$ cat src/hw/hcs_pkg.sv
// Constants and state types for the hub clock and strap block
package hcs_pkg;
	localparam int CLK_PERIOD_NS = 25;
	localparam int OVC_FILT_NS = 100;
	localparam int OVC_FILT_CYC = (OVC_FILT_NS + CLK_PERIOD_NS - 1) / CLK_PERIOD_NS;
	localparam int BUS_CLK_DIV = 4;
	localparam int NUM_PORTS = 4;

	localparam logic [11:0] ADDR_STRAP_STATUS = 12'h000;
	localparam logic [11:0] ADDR_PORT_CTRL = 12'h004;
	localparam logic [11:0] ADDR_PORT_STATUS = 12'h008;
	localparam logic [11:0] ADDR_EE_CTRL = 12'h00c;

	localparam int STRAP_CLK_SRC_BIT = 0;
	localparam int STRAP_PWR_SRC_BIT = 1;
	localparam int STRAP_EE_DIS_BIT = 2;
	localparam int STRAP_GANG_BIT = 3;
	localparam int STRAP_CAPTURED_BIT = 4;
	localparam int CTRL_GANG_SW_BIT = 4;
	localparam int STAT_LATCH_LSB = 4;
	localparam int STAT_PWR_LSB = 8;
	localparam int EE_CLK_BIT = 0;
	localparam int EE_DOUT_BIT = 1;
	localparam int EE_DOE_BIT = 2;
	localparam int EE_DIN_BIT = 3;

	localparam logic [3:0] PWR_REQ_RST = 4'h0;
	localparam logic [1:0] DIV_RST = 2'h0;
	localparam logic [31:0] PRDATA_RST = 32'h0000_0000;

	typedef struct packed {
		logic [2:0] cnt;
		logic ovc;
	} hcs_filt_state_t;

	typedef struct packed {
		logic captured;
		logic clk_src;
		logic pwr_src;
		logic ee_dis;
		logic gang_pin;
		logic [3:0] pwr_req;
		logic gang_sw;
		logic [3:0] ovc_latch;
		logic [3:0] pwr_on;
		logic ee_clk;
		logic ee_dout;
		logic ee_doe;
		logic [1:0] div;
		logic bus_stb;
		logic [31:0] prdata;
		logic pslverr;
	} hcs_state_t;
endpackage : hcs_pkg

$ cat src/hw/hcs_ovc_filter.sv
// Noise filter for one active-low overcurrent input
`timescale 1ns/100ps
`default_nettype none
module hcs_ovc_filter import hcs_pkg::*; (
	input wire logic clk,
	input wire logic rst,
	input wire logic ovc_raw_n,
	output logic ovc
);
	hcs_filt_state_t s_r, s_nxt;

	// A level must hold for the full filter time before it is believed
	always_comb begin
		s_nxt = s_r;
		if (~ovc_raw_n != s_r.ovc) begin
			if (s_r.cnt == 3'(OVC_FILT_CYC - 1)) begin
				s_nxt.ovc = ~ovc_raw_n;
				s_nxt.cnt = 3'h0;
			end else begin
				s_nxt.cnt = s_r.cnt + 3'h1;
			end
		end else begin
			s_nxt.cnt = 3'h0;
		end
	end

	always_ff @(posedge clk or posedge rst) begin
		if (rst) begin
			s_r <= '0;
		end else begin
			s_r <= s_nxt;
		end
	end

	assign ovc = s_r.ovc;
endmodule : hcs_ovc_filter
`default_nettype wire

$ cat src/hw/hcs_clock_strap.sv
// Clock source selection, strap capture, port power and EEPROM pin control
//
// The APB slave port and the register addresses were decided locally.
`timescale 1ns/100ps
`default_nettype none
// Summary of operation
// - Strap low selects analog PLL output from the 6 MHz crystal as core clock.
// - Strap high selects external 48 MHz clock; PLL powered down and bypassed.
// - Crystal oscillator cell stays powered down while clock strap is high.
// - PLL mode makes 48 MHz internally and a synchronised 12 MHz bus clock.
// - Power strap high means bus-powered ports, low means self-powered.
// - EEPROM-disable strap high turns the EEPROM interface and clock pin off.
// - EEPROM enabled: serial clock is a three-state output with weak pulldown.
// - EEPROM enabled: shared pin is bidirectional EEPROM data with weak pulldown.
// - EEPROM disabled: shared pin selects ganged or per-port power handling.
// - Ganged mode switches all ports together; any overcurrent removes all power.
module hcs_clock_strap import hcs_pkg::*; (
	input wire logic CLOCK,
	input wire logic SYS_RST,
	input wire logic PSEL,
	input wire logic PENABLE,
	input wire logic PWRITE,
	input wire logic [11:0] PADDR,
	input wire logic [31:0] PWDATA,
	output logic [31:0] PRDATA,
	output logic PREADY,
	output logic PSLVERR,
	input wire logic CLOCK_SOURCE_STRAP,
	input wire logic POWER_SOURCE_STRAP,
	input wire logic EEPROM_DISABLE_STRAP,
	input wire logic EEPROM_DATA_OR_GANG_STRAP_I,
	output logic EEPROM_DATA_OR_GANG_STRAP_O,
	output logic EEPROM_DATA_OR_GANG_STRAP_OE,
	output logic EEPROM_DATA_PD_EN,
	output logic EEPROM_SERIAL_CLOCK_O,
	output logic EEPROM_SERIAL_CLOCK_OE,
	output logic EEPROM_SERIAL_CLOCK_PD_EN,
	output logic CORE_CLK_SEL_EXT,
	output logic ANALOG_PLL_PWRDN,
	output logic CRYSTAL_OSC_PWRDN,
	output logic BUS_CLK_SYNC,
	output logic BUS_POWERED,
	input wire logic [3:0] PORT_OVERCURRENT_N,
	output logic [3:0] PORT_POWER_ENABLE_N
);
	hcs_state_t s_r, s_nxt;
	logic [3:0] ovc_f;
	logic gang;
	logic setup;
	logic access_wr;

	genvar gi;
	generate
		for (gi = 0; gi < NUM_PORTS; gi++) begin : g_filt
			hcs_ovc_filter u_filt (
				.clk(CLOCK),
				.rst(SYS_RST),
				.ovc_raw_n(PORT_OVERCURRENT_N[gi]),
				.ovc(ovc_f[gi])
			);
		end
	endgenerate

	assign gang = s_r.ee_dis ? s_r.gang_pin : s_r.gang_sw;
	assign setup = PSEL & ~PENABLE;
	assign access_wr = PSEL & PENABLE & PWRITE;

	always_comb begin
		s_nxt = s_r;
		// Flops cannot load pins under async reset, so catch at first edge
		if (!s_r.captured) begin
			s_nxt.captured = 1'b1;
			s_nxt.clk_src = CLOCK_SOURCE_STRAP;
			s_nxt.pwr_src = POWER_SOURCE_STRAP;
			s_nxt.ee_dis = EEPROM_DISABLE_STRAP;
			s_nxt.gang_pin = EEPROM_DATA_OR_GANG_STRAP_I;
		end
		// Bus clock strobe, one in four core cycles
		if (s_r.captured) begin
			s_nxt.div = s_r.div + 2'h1;
		end
		s_nxt.bus_stb = s_r.captured && (s_r.div == 2'(BUS_CLK_DIV - 1));
		// Set wins over a same-cycle write-one clear
		s_nxt.ovc_latch = s_r.ovc_latch;
		if (access_wr && PADDR == ADDR_PORT_STATUS) begin
			s_nxt.ovc_latch = s_r.ovc_latch & ~PWDATA[STAT_LATCH_LSB +: 4];
		end
		s_nxt.ovc_latch = s_nxt.ovc_latch | ovc_f;
		for (int i = 0; i < NUM_PORTS; i++) begin
			if (gang) begin
				s_nxt.pwr_on[i] = s_r.pwr_req[0] & ~|s_r.ovc_latch;
			end else begin
				s_nxt.pwr_on[i] = s_r.pwr_req[i] & ~s_r.ovc_latch[i];
			end
		end
		if (access_wr) begin
			case (PADDR)
				ADDR_PORT_CTRL: begin
					s_nxt.pwr_req = PWDATA[3:0];
					s_nxt.gang_sw = PWDATA[CTRL_GANG_SW_BIT];
				end
				ADDR_EE_CTRL: begin
					s_nxt.ee_clk = PWDATA[EE_CLK_BIT];
					s_nxt.ee_dout = PWDATA[EE_DOUT_BIT];
					s_nxt.ee_doe = PWDATA[EE_DOE_BIT];
				end
				default: begin
				end
			endcase
		end
		// Read data and error settle in the setup cycle
		if (setup) begin
			s_nxt.prdata = PRDATA_RST;
			s_nxt.pslverr = 1'b0;
			case (PADDR)
				ADDR_STRAP_STATUS: begin
					s_nxt.prdata[STRAP_CLK_SRC_BIT] = s_r.clk_src;
					s_nxt.prdata[STRAP_PWR_SRC_BIT] = s_r.pwr_src;
					s_nxt.prdata[STRAP_EE_DIS_BIT] = s_r.ee_dis;
					s_nxt.prdata[STRAP_GANG_BIT] = gang;
					s_nxt.prdata[STRAP_CAPTURED_BIT] = s_r.captured;
				end
				ADDR_PORT_CTRL: begin
					s_nxt.prdata[3:0] = s_r.pwr_req;
					s_nxt.prdata[CTRL_GANG_SW_BIT] = s_r.gang_sw;
				end
				ADDR_PORT_STATUS: begin
					s_nxt.prdata[3:0] = ovc_f;
					s_nxt.prdata[STAT_LATCH_LSB +: 4] = s_r.ovc_latch;
					s_nxt.prdata[STAT_PWR_LSB +: 4] = s_r.pwr_on;
				end
				ADDR_EE_CTRL: begin
					s_nxt.prdata[EE_CLK_BIT] = s_r.ee_clk;
					s_nxt.prdata[EE_DOUT_BIT] = s_r.ee_dout;
					s_nxt.prdata[EE_DOE_BIT] = s_r.ee_doe;
					s_nxt.prdata[EE_DIN_BIT] = EEPROM_DATA_OR_GANG_STRAP_I;
				end
				default: begin
					s_nxt.pslverr = 1'b1;
				end
			endcase
		end
	end

	always_ff @(posedge CLOCK or posedge SYS_RST) begin
		if (SYS_RST) begin
			s_r <= '0;
			s_r.pwr_req <= PWR_REQ_RST;
			s_r.div <= DIV_RST;
			s_r.prdata <= PRDATA_RST;
		end else begin
			s_r <= s_nxt;
		end
	end

	assign PRDATA = s_r.prdata;
	assign PREADY = 1'b1;
	assign PSLVERR = s_r.pslverr & PSEL & PENABLE;
	// PLL and oscillator run until the strap is known
	assign CORE_CLK_SEL_EXT = s_r.captured & s_r.clk_src;
	assign ANALOG_PLL_PWRDN = s_r.captured & s_r.clk_src;
	assign CRYSTAL_OSC_PWRDN = s_r.captured & s_r.clk_src;
	assign BUS_CLK_SYNC = s_r.bus_stb;
	assign BUS_POWERED = s_r.captured & s_r.pwr_src;
	assign PORT_POWER_ENABLE_N = ~s_r.pwr_on;
	// EEPROM pins are released until the strap is known
	assign EEPROM_SERIAL_CLOCK_O = s_r.ee_clk & ~s_r.ee_dis;
	assign EEPROM_SERIAL_CLOCK_OE = s_r.captured & ~s_r.ee_dis;
	assign EEPROM_SERIAL_CLOCK_PD_EN = s_r.captured & ~s_r.ee_dis;
	assign EEPROM_DATA_OR_GANG_STRAP_O = s_r.ee_dout & ~s_r.ee_dis;
	assign EEPROM_DATA_OR_GANG_STRAP_OE =
		s_r.captured & ~s_r.ee_dis & s_r.ee_doe;
	assign EEPROM_DATA_PD_EN = s_r.captured & ~s_r.ee_dis;
endmodule : hcs_clock_strap
`default_nettype wire

$ cat config.mk
export PLATFORM = sky130hd
export DESIGN_NAME = hcs_clock_strap
export DESIGN_NICKNAME = d
export VERILOG_FILES = /design/src/hw/hcs_pkg.sv /design/src/hw/hcs_ovc_filter.sv /design/src/hw/hcs_clock_strap.sv
export SDC_FILE = /design/constraint.sdc
export NUM_CORES = 1
export LEC_CHECK = 0
export BUFFER_PORTS_ARGS = -buffer_cell sky130_fd_sc_hd__buf_2
export CAP_MARGIN = 10
export CORE_ASPECT_RATIO = 0.6
export CORE_MARGIN = 4
export CORE_UTILIZATION = 48
export DETAILED_ROUTE_END_ITERATION = 7
export HOLD_SLACK_MARGIN = 0.08
export PLACE_DENSITY = 0.81
export SLEW_MARGIN = 40
export SYNTH_ARGS = -nofsm -noshare
export SYNTH_HDL_FRONTEND = slang
export SYNTH_SLANG_ARGS = --single-unit
$ cat constraint.sdc
create_clock -name CLOCK -period 1.7 [get_ports CLOCK]
set_input_delay 0.255 -clock CLOCK [delete_from_list [all_inputs] [get_ports CLOCK]]
set_output_delay 0.255 -clock CLOCK [all_outputs]
set_load 0.005 [all_outputs]
* Yosys cells after proc, flatten, opt, wreduce, memory -nomap -nowiden
Index checks and enable logic that the tools add are counted.
Word-level totals: output and inout bits 49, register bits 53, bits of input ports 57, logic and storage cells 101, memory bits (writable) 0, memories 0, ROM bits 0, bits in latches 0
Cells by class: mux-type cells 18, bitwise logic cells 30, eq/ne operators 12, multipliers 0, reduce and logical (&&, ||, !) cells 12, magnitude comparators 0, shift-type cells 0, $add $sub $neg 5, div/mod/pow operators 0
Operators with widths (count):
- $eq A12 B4 Y1 const B | 2
- $mux W3 | 8
- $and A1 B1 Y1 | 16
- $pmux W4 S4 | 1
- $add A3 B1 Y3 const B | 4
- $eq A12 B3 Y1 const B | 1
- $eq A3 B2 Y1 const B | 4
- $logic_not A12 Y1 | 1
- $reduce_and A2 Y1 | 6
- $not A1 Y1 | 10
- $not A4 Y4 | 2
- $reduce_or A4 Y1 | 2
- $mux W7 | 1
- $mux W1 | 6
- $and A4 B4 Y4 | 1
- $mux W4 | 1
- $ne A1 B1 Y1 | 4
- $or A4 B4 Y4 | 1
- $pmux W1 S3 | 1
- $add A2 B1 Y2 const B | 1
- $eq A2 B2 Y1 const B | 1
- $logic_and A1 B1 Y1 | 2
- $logic_not A1 Y1 | 1

* Longest topological paths before layout
Gate-level depths: netlist (run 1).
word-level depth 5, depth in mapped cells 6, depth with buffers taken out 4

* By module
A second synthesis (run 1) with hierarchy kept.
Second synthesis, totals: cell total of the unflattened synthesis 241, area total of the unflattened synthesis 2628.8 µm²
Modules (own cells, without submodules):
- hcs_clock_strap | cells each 189, seq. area each 925.9 µm², area an instance 1968.1 µm², instances 1
- hcs_ovc_filter | cells each 13, seq. area each 100.1 µm², area an instance 165.2 µm², instances 4

* Worst setup path before layout (run 1)
Ideal clock, no wire load.
kind in2reg, from in PADDR[1], to reg s_r[47] (netlist bit), required time 1575 ps, arrival time 1537 ps, library setup time 125 ps, path slack 38 ps, stages 5, path buffers 1, cell sequence nor4_4 nand3_2 or3_1 buf_6 mux2_4
Between the ends: cells in the longest elaborated chain, start to end 2
RTL lines:
- from (decl) | RTL line hcs_clock_strap.sv:23 | input wire logic [11:0] PADDR,
- $eq A12 B3 Y1 | RTL line hcs_clock_strap.sv:97 | case (PADDR)
- $reduce_and A2 Y1 (no source line)
- to (signal assigned) | RTL line hcs_clock_strap.sv:152 | s_r <= s_nxt;
- to (decl) | RTL line hcs_clock_strap.sv:46 | hcs_state_t s_r, s_nxt;
Every way passes these cells. A chain may end at the register's enable or synchronous reset.

* Worst setup path in the final report (run 1)
from reg s_r[56] (netlist bit), to out EEPROM_DATA_OR_GANG_STRAP_OE
Between the ends: cells in the longest elaborated chain, start to end 2
RTL lines:
- $and A1 B1 Y1 (2 in a row) | RTL line hcs_clock_strap.sv:172 | s_r.captured & ~s_r.ee_dis & s_r.ee_doe;
- to (decl) | RTL line hcs_clock_strap.sv:33 | output logic EEPROM_DATA_OR_GANG_STRAP_OE,
Every way passes these cells.

==> metrics.md, run 1 <==
| Metric | Value |
|---|---|
| Final WL | just over 5000 um |
| Mapped Cells | 228 |
| Avg Synthesized Cell Area | 11.5 um^2 |
| Final setup fails | 0 |
| Starting Density | 50.8% |
| IO Port Bufs | 60 |
| Die width | just over 100 um |
| Post-route cell area | slightly below 3000 um^2 |
| Vias | roughly 1,700 |
| Cell Area, Synth | 2630 um^2 |
| Area delta synth->final | 12.3% |
| Maximum VDD drop | ~0.00055 V |
| I/O pins | approximately 110 |
| Power per cell area | just over 900 nW/um^2 |
| Worst Hold Slack | approximately 170 ps |
| DR WL/cell | 14.6 um |
| Num rows | 20 |
| Placed Cells incl. Taps | roughly 340 |
| Fin crit period | ~1500 ps |
| RSZ-0062 raised after global routing | no |
| XOR/XNOR Fraction of Synth Area | 1.66% |
| CTS tree | yes |
| Library cells used by synthesis | 35 |
| Fin util | 57.1% |
| Register area share after synthesis | roughly half |
| Yosys warns | 0 |
| Largest family of logic cells by synthesized area | simple AND/OR/NAND/NOR gates |
| Worst path arrival time | 1280 ps |
| All-Layer GR Usage | 15.9% |
| Initial antenna violation count | 0 |
| Largest area contributor in the synthesized netlist | dfrtp_1 |
| Crit Path Max Fanout | 11 |
| Slowest cell delay on critical path | about 500 ps |
| Clk pin slew, worst setup/hold paths | about 90 ps |
| Die area | 6770 um^2 |
| Sequential Area | 1330 um^2 |
| Most frequent cell after synthesis | dfrtp_1 |
| First-pass DRT Iterations | 4 |
| Area after DPL | 2870 um^2 |
| CP endpoint kind | output port |
| Number of enable flip-flop cells after synthesis | 0 |
| CP required | 1440 ps |
| Top_reg_cell synth | dfrtp_1 |
| H-Tree Depth | 2 |
| Status | completed |
| Worst path top cell family by delay | flip-flops |
| Worst Hold Class | input pin to register |
| FFs w/ async S/R, synth | 100% |
| N_diodes | 0 |
| DP Worst Slack | -130 ps |
| GPL Wtd Cong | about 0.83 |
| Max-slew violations | 0 |
| Layout cells sized above 1 | 36.0% |
| Simple logic cell fraction of the synthesized area | between 10 and 15% |
| CTS Buf Count | 5 |
| First-pass GRT wire length | ~8500 um |
| Post-synth top cells | dfrtp_1, buf_4, inv_1, mux2_2, nand2_1 |
| # Post-CTS Setup Buffers | 0 |
| Final hold vios | 0 |
| CP cell instances | nor2b_2 -> and2_1 -> buf_2 |
| Fin crit share | approximately nine tenths |
| Layout Skew | ~4.1 ps |
| Vias in the first global route | around 1,700 |
| Area of the multi-input gates | about 1000 um^2 |
| Vias per cell | just under 5 |
| Gr ovfl total | 0 |
| Worst Setup Start Kind | register |
| Synth Area in Compound Gates | approximately 6.9% |
| Clk_lat worst skew | roughly 300 ps |
| HPWL after DPL | approximately 4000 um |
| Die Height | roughly 65 um |
| Bufs and invs on worst path | 1 |
| Largest net degree at the start of global routing | 21 |
| Max Cap Viol | 0 |
| Synth area leaders | dfrtp_1, buf_4, mux2_2 |
| Synth top area share | between 50% and 60% |
| Mux cell area share after synthesis | a little over a tenth |
| Deepest clock path buffer count | 2 |
| Final nets | 346 |
| Non-filler cells, final | ~350 |
| Peak Freq | ~650 MHz |
| # fillers | about 470 |
| Area share of fa/ha/maj cells after synthesis | under 10% |
| Area of the core | around 5200 um^2 |
| Clk root buf | clkbuf_8 |
| ANT nets after route | 0 |
| PnR worst setup slack | between 150 and 200 ps |
| Leak Pwr | roughly 1.5 nW |
| CTS Sinks | between 50 and 60 |
| Setup CP Type | register to output port |
| Synth Register Bits | between 50 and 60 |
| Initial DRC Count | 82 |
| Slowest CP cell | dfrtp_2 |
| Remaining DRCs | 0 |
==> final timing paths <==
path	endpoint	slack, ps	depth (start not counted)	startpoint
max	EEPROM_DATA_OR_GANG_STRAP_OE	170	3	s_r[56]
min	g_filt[0].u_filt.ovc	170	2	PORT_OVERCURRENT_N[0]
max reg2reg	s_r[42]	310	4	s_r[53]
min reg2reg	g_filt[0].u_filt.s_r[1]	450	1	g_filt[0].u_filt.s_r[1]
max in group asynchronous	s_r[56]	620	4	SYS_RST
min in group asynchronous	g_filt[2].u_filt.s_r[2]	460	3	SYS_RST
==> report_power, final <==
part | switching, mW | internal, mW
combinational | 0.274 | 0.245
clock | 0.388 | 0.272
sequential | 0.140 | 1.43
==> per-layer routing <==
layer | wire length [um] | global-route usage [%]
met5 | 0 | 0
met4 | 48 | 3.98
met3 | 471 | 6.28
met1 | 2350 | 21.7
met2 | 2230 | 23.9
==> per-stage QoR <==
step | total power [mW] | TNS (ps)
6_report | 2.74 | 0
3_5_place_dp | 2.11 | -784
2_1_floorplan | 1.95 | 0
3_3_place_gp | 2.07 | -645
5_1_grt | 2.92 | 0
4_1_cts | 2.78 | 0
==> cells in the final DEF, fill, tap and decap left out, drive strengths merged <==
| master | netlist | routed |
|---|---|---|
| nand2b | 6 | 6 |
| dfrtp | 53 | 53 |
| clkinv | 0 | 1 |
| clkbuf | 6 | 5 |
| and2 | 4 | 4 |
| a31oi | 1 | 1 |
| o21ai | 7 | 7 |
| a211oi | 1 | 1 |
| a22o | 7 | 7 |
| mux4 | 3 | 3 |
| nor4 | 3 | 3 |
| conb | 2 | 22 |
| or3 | 2 | 2 |
| nand3 | 5 | 5 |
| ha | 5 | 5 |
| inv | 10 | 10 |
| and4 | 1 | 1 |
| nand4 | 3 | 3 |
| o31ai | 2 | 2 |
| a2bb2oi | 2 | 2 |
| nor2 | 9 | 9 |
| mux2i | 2 | 2 |
| nor2b | 6 | 6 |
| nand2 | 10 | 10 |
| buf | 38 | 72 |
| nor3 | 2 | 2 |
| xor2 | 5 | 5 |
| nor3b | 8 | 8 |
| dlygate4sd3 | 0 | 1 |
| a21o | 4 | 4 |
| mux2 | 15 | 15 |
| and3 | 4 | 4 |
| a21oi | 2 | 2 |
==> area by class of cell <==
| class | instances | area share [%] |
|---|---|---|
| Sequential cell | 53 | 44.9 |
| Multi-Input combinational cell | 141 | 35.0 |
| Timing Repair Buffer | 73 | 13.5 |
| Tap cell | 66 | 2.79 |
| Clock inverter | 1 | 0.169 |
| Clock buffer | 5 | 2.33 |
| Inverter | 10 | 1.27 |
==> what timing repair did <==
item	CTS	global route
resized for setup	0	2
hold buffers	1	0
endpoints found under the hold margin	16	0
setup endpoints to repair	0	2
==> registers in the layout, indices dropped and copies added (netlist names) <==
register           count
g_filt.u_filt.s_r     12
PRDATA                12
g_filt.u_filt.ovc      4
BUS_CLK_SYNC           1
s_r                   24
==> logic make-up after synthesis <==
logic type / Yosys count
simple gates: 63
buf+inv: 54
flops: 53
compound gates: 26
mux: 20
fa+ha+maj: 5
xor+xnor: 5
other cells: 2
Power figures use the tool's default switching activity.
==> inputs of run 2 (changes only) <==
==> constraint.sdc (replaced) <==
create_clock -name CLOCK -period 1.7 [get_ports CLOCK]
set_input_delay 0.34 -clock CLOCK [delete_from_list [all_inputs] [get_ports CLOCK]]
set_output_delay 0.34 -clock CLOCK [all_outputs]
set_load 0.005 [all_outputs]
==> metrics.md, run 2 (synthesis results as in run 1) <==
| Metric | Value |
|---|---|
| Leak Pwr | 1.51 nW (+0.93%) |
| CTS Hold Bufs | 1 (unchanged) |
| Clk pin slew, worst setup/hold paths | 90 ps (about the same) |
| Hold depth | 2 (unchanged) |
| Reg-to-reg startpoint | s_r[53] |
| GPL Wtd Cong | 0.834 (about the same) |
| Crit Path Max Fanout | 6 (-5) |
| Max Cap Viol | 0 (unchanged) |
| First-pass DRT Iterations | 4 (unchanged) |
| Deepest clock path buffer count | 2 (unchanged) |
| Setup_tns | 0 ps (unchanged) |
| All-Layer GR Usage | 16.1% (+0.26 points) |
| Max reg flops | 24 (unchanged) |
| Area delta synth->final | 13.2% |
| DR WL/cell | 14.3 um (-2.4%) |
| Initial antenna violation count | 0 (unchanged) |
| Hold Path End | g_filt[1].u_filt.ovc |
| Vias | 1,703 (-1.0%) |
| # Post-CTS Setup Buffers | 0 (unchanged) |
| Worst Setup Start Kind | register |
| Reg2Reg Depth | 5 (+1) |
| Area of the core | 5180 um^2 (unchanged) |
| Worst Hold Launch | PORT_OVERCURRENT_N[1] |
| Fin crit share | 93.7% (+3.4 points) |
| HPWL after DPL | 3960 um (-2.8%) |
| Maximum VDD drop | 0.000533 V (-3.0%) |
| CTS Buf Count | 5 (unchanged) |
| Reg2reg setup slack | 310 ps (about the same) |
| First-pass GRT wire length | 8540 um (+0.90%) |
| Layout Skew | 7.94 ps (+3.89 ps) |
| Status | completed |
| Layout cells sized above 1 | 35.8% (-0.25 points) |
| Clk root buf | clkbuf_8 |
| Num rows | 20 (unchanged) |
| Peak Freq | 628 MHz (-3.7%) |
| Final hold vios | 0 (unchanged) |
| I/O pins | 106 (unchanged) |
| Worst Hold Class | input pin to register |
| CTS tree | yes |
| Worst path arrival time | 1250 ps (-30 ps) |
| CP endpoint kind | output port |
| Clk_lat worst skew | 300 ps (about the same) |
| CTS Sinks | 53 (unchanged) |
| Remaining DRCs | 0 (unchanged) |
| Most common cell after layout, fill and taps aside | buf_2 |
| RSZ-0062 raised after global routing | no |
| Initial DRC Count | 41 (-50%) |
| Fin crit period | 1590 ps (+58.3 ps) |
| Starting Density | 50.8% (unchanged) |
| Most frequent cells in the layout | buf_2, dfrtp_1, conb_1, buf_4 |
| Final setup fails | 0 (unchanged) |
| Final WL | 5010 um (-1.9%) |
| Most flop-heavy register | s_r |
| Gr ovfl total | 0 (unchanged) |
| Vias in the first global route | 1,749 (unchanged) |
| Die width | 104 um (unchanged) |
| Overall power | 2.73 mW (-0.59%) |
| IO Port Bufs | 60 (unchanged) |
| Setup CP Type | register to output port |
| Vias per cell | 4.85 (-1.6%) |
| CP required | 1360 ps (-80 ps) |
| Worst r2r dst | s_r[41] |
| Max-slew violations | 0 (unchanged) |
| Worst Hold Slack | 249 ps (+79.0 ps) |
| ANT nets after route | 0 (unchanged) |
| Power per cell area | 916 nW/um^2 (-1.4%) |
| PostCTS Resize Cnt | 0 (unchanged) |
| N_diodes | 0 (unchanged) |
| H-Tree Depth | 2 (unchanged) |
| Die Height | 65.4 um (unchanged) |
| Die area | 6770 um^2 (unchanged) |
| Final nets | 348 (+0.58%) |
| Fin util | 57.5% (+0.46 points) |
| Largest net degree at the start of global routing | 54 (+160%) |
[run 2: cell types whose count changed in the layout (fill, tap and decap cells not counted), sizes merged]
| cell | before | now |
|---|---|---|
| buf | 72 | 74 |
[run 2: worst max-delay path by stage]
stage	from	to	slack, ps
finish	s_r[53]	EEPROM_DATA_OR_GANG_STRAP_OE	110
global placement	PADDR[7]	s_r[37]	-220
detailed placement	PADDR[4]	s_r[37]	-190
global route	PADDR[4]	s_r[37]	20
CTS	s_r[53]	EEPROM_DATA_OR_GANG_STRAP_OE	100
floorplan	PADDR[7]	s_r[47]	0.2
[run 2: area by class of cell]
| type | instances | area (um^2) |
|---|---|---|
| multi-input combinational | 141 | 1030 |
| fill | 436 | 2200 |
| tap | 66 | 82.6 |
| inverter | 10 | 37.5 |
| timing repair buffer | 75 | 428 |
| clock buffer | 5 | 68.8 |
| sequential | 53 | 1330 |
| clock inverter | 1 | 5.00 |
[run 2: critical path, stage by stage, from the launching register on]
cell and delay, ps:
dfrtp_1 470, nor2b_1 220, and2_1 150, buf_2 100
[run 2: power by group]
group          switching [mW]  internal [mW]
sequential              0.135           1.43
combinational           0.268          0.251
clock                   0.376          0.272
total                   0.780           1.95
[run 2: routing by layer]
metal,global-route usage (%),wire length (um)
met1,22.3,2390
met2,22.7,2110
met3,5.99,402
met4,7.30,116
met5,0,0
[run 2: metrics by stage]
step | instance area, um^2 | setup WS, ps | std cells
after global placement | 2900 | -216 | 344
after floorplan | 2710 | 0.177 | 248
after global routing | 2980 | 23.3 | 351
after CTS | 2980 | 104 | 351
final | 2980 | 107 | 351
after detailed placement | 2900 | -185 | 344
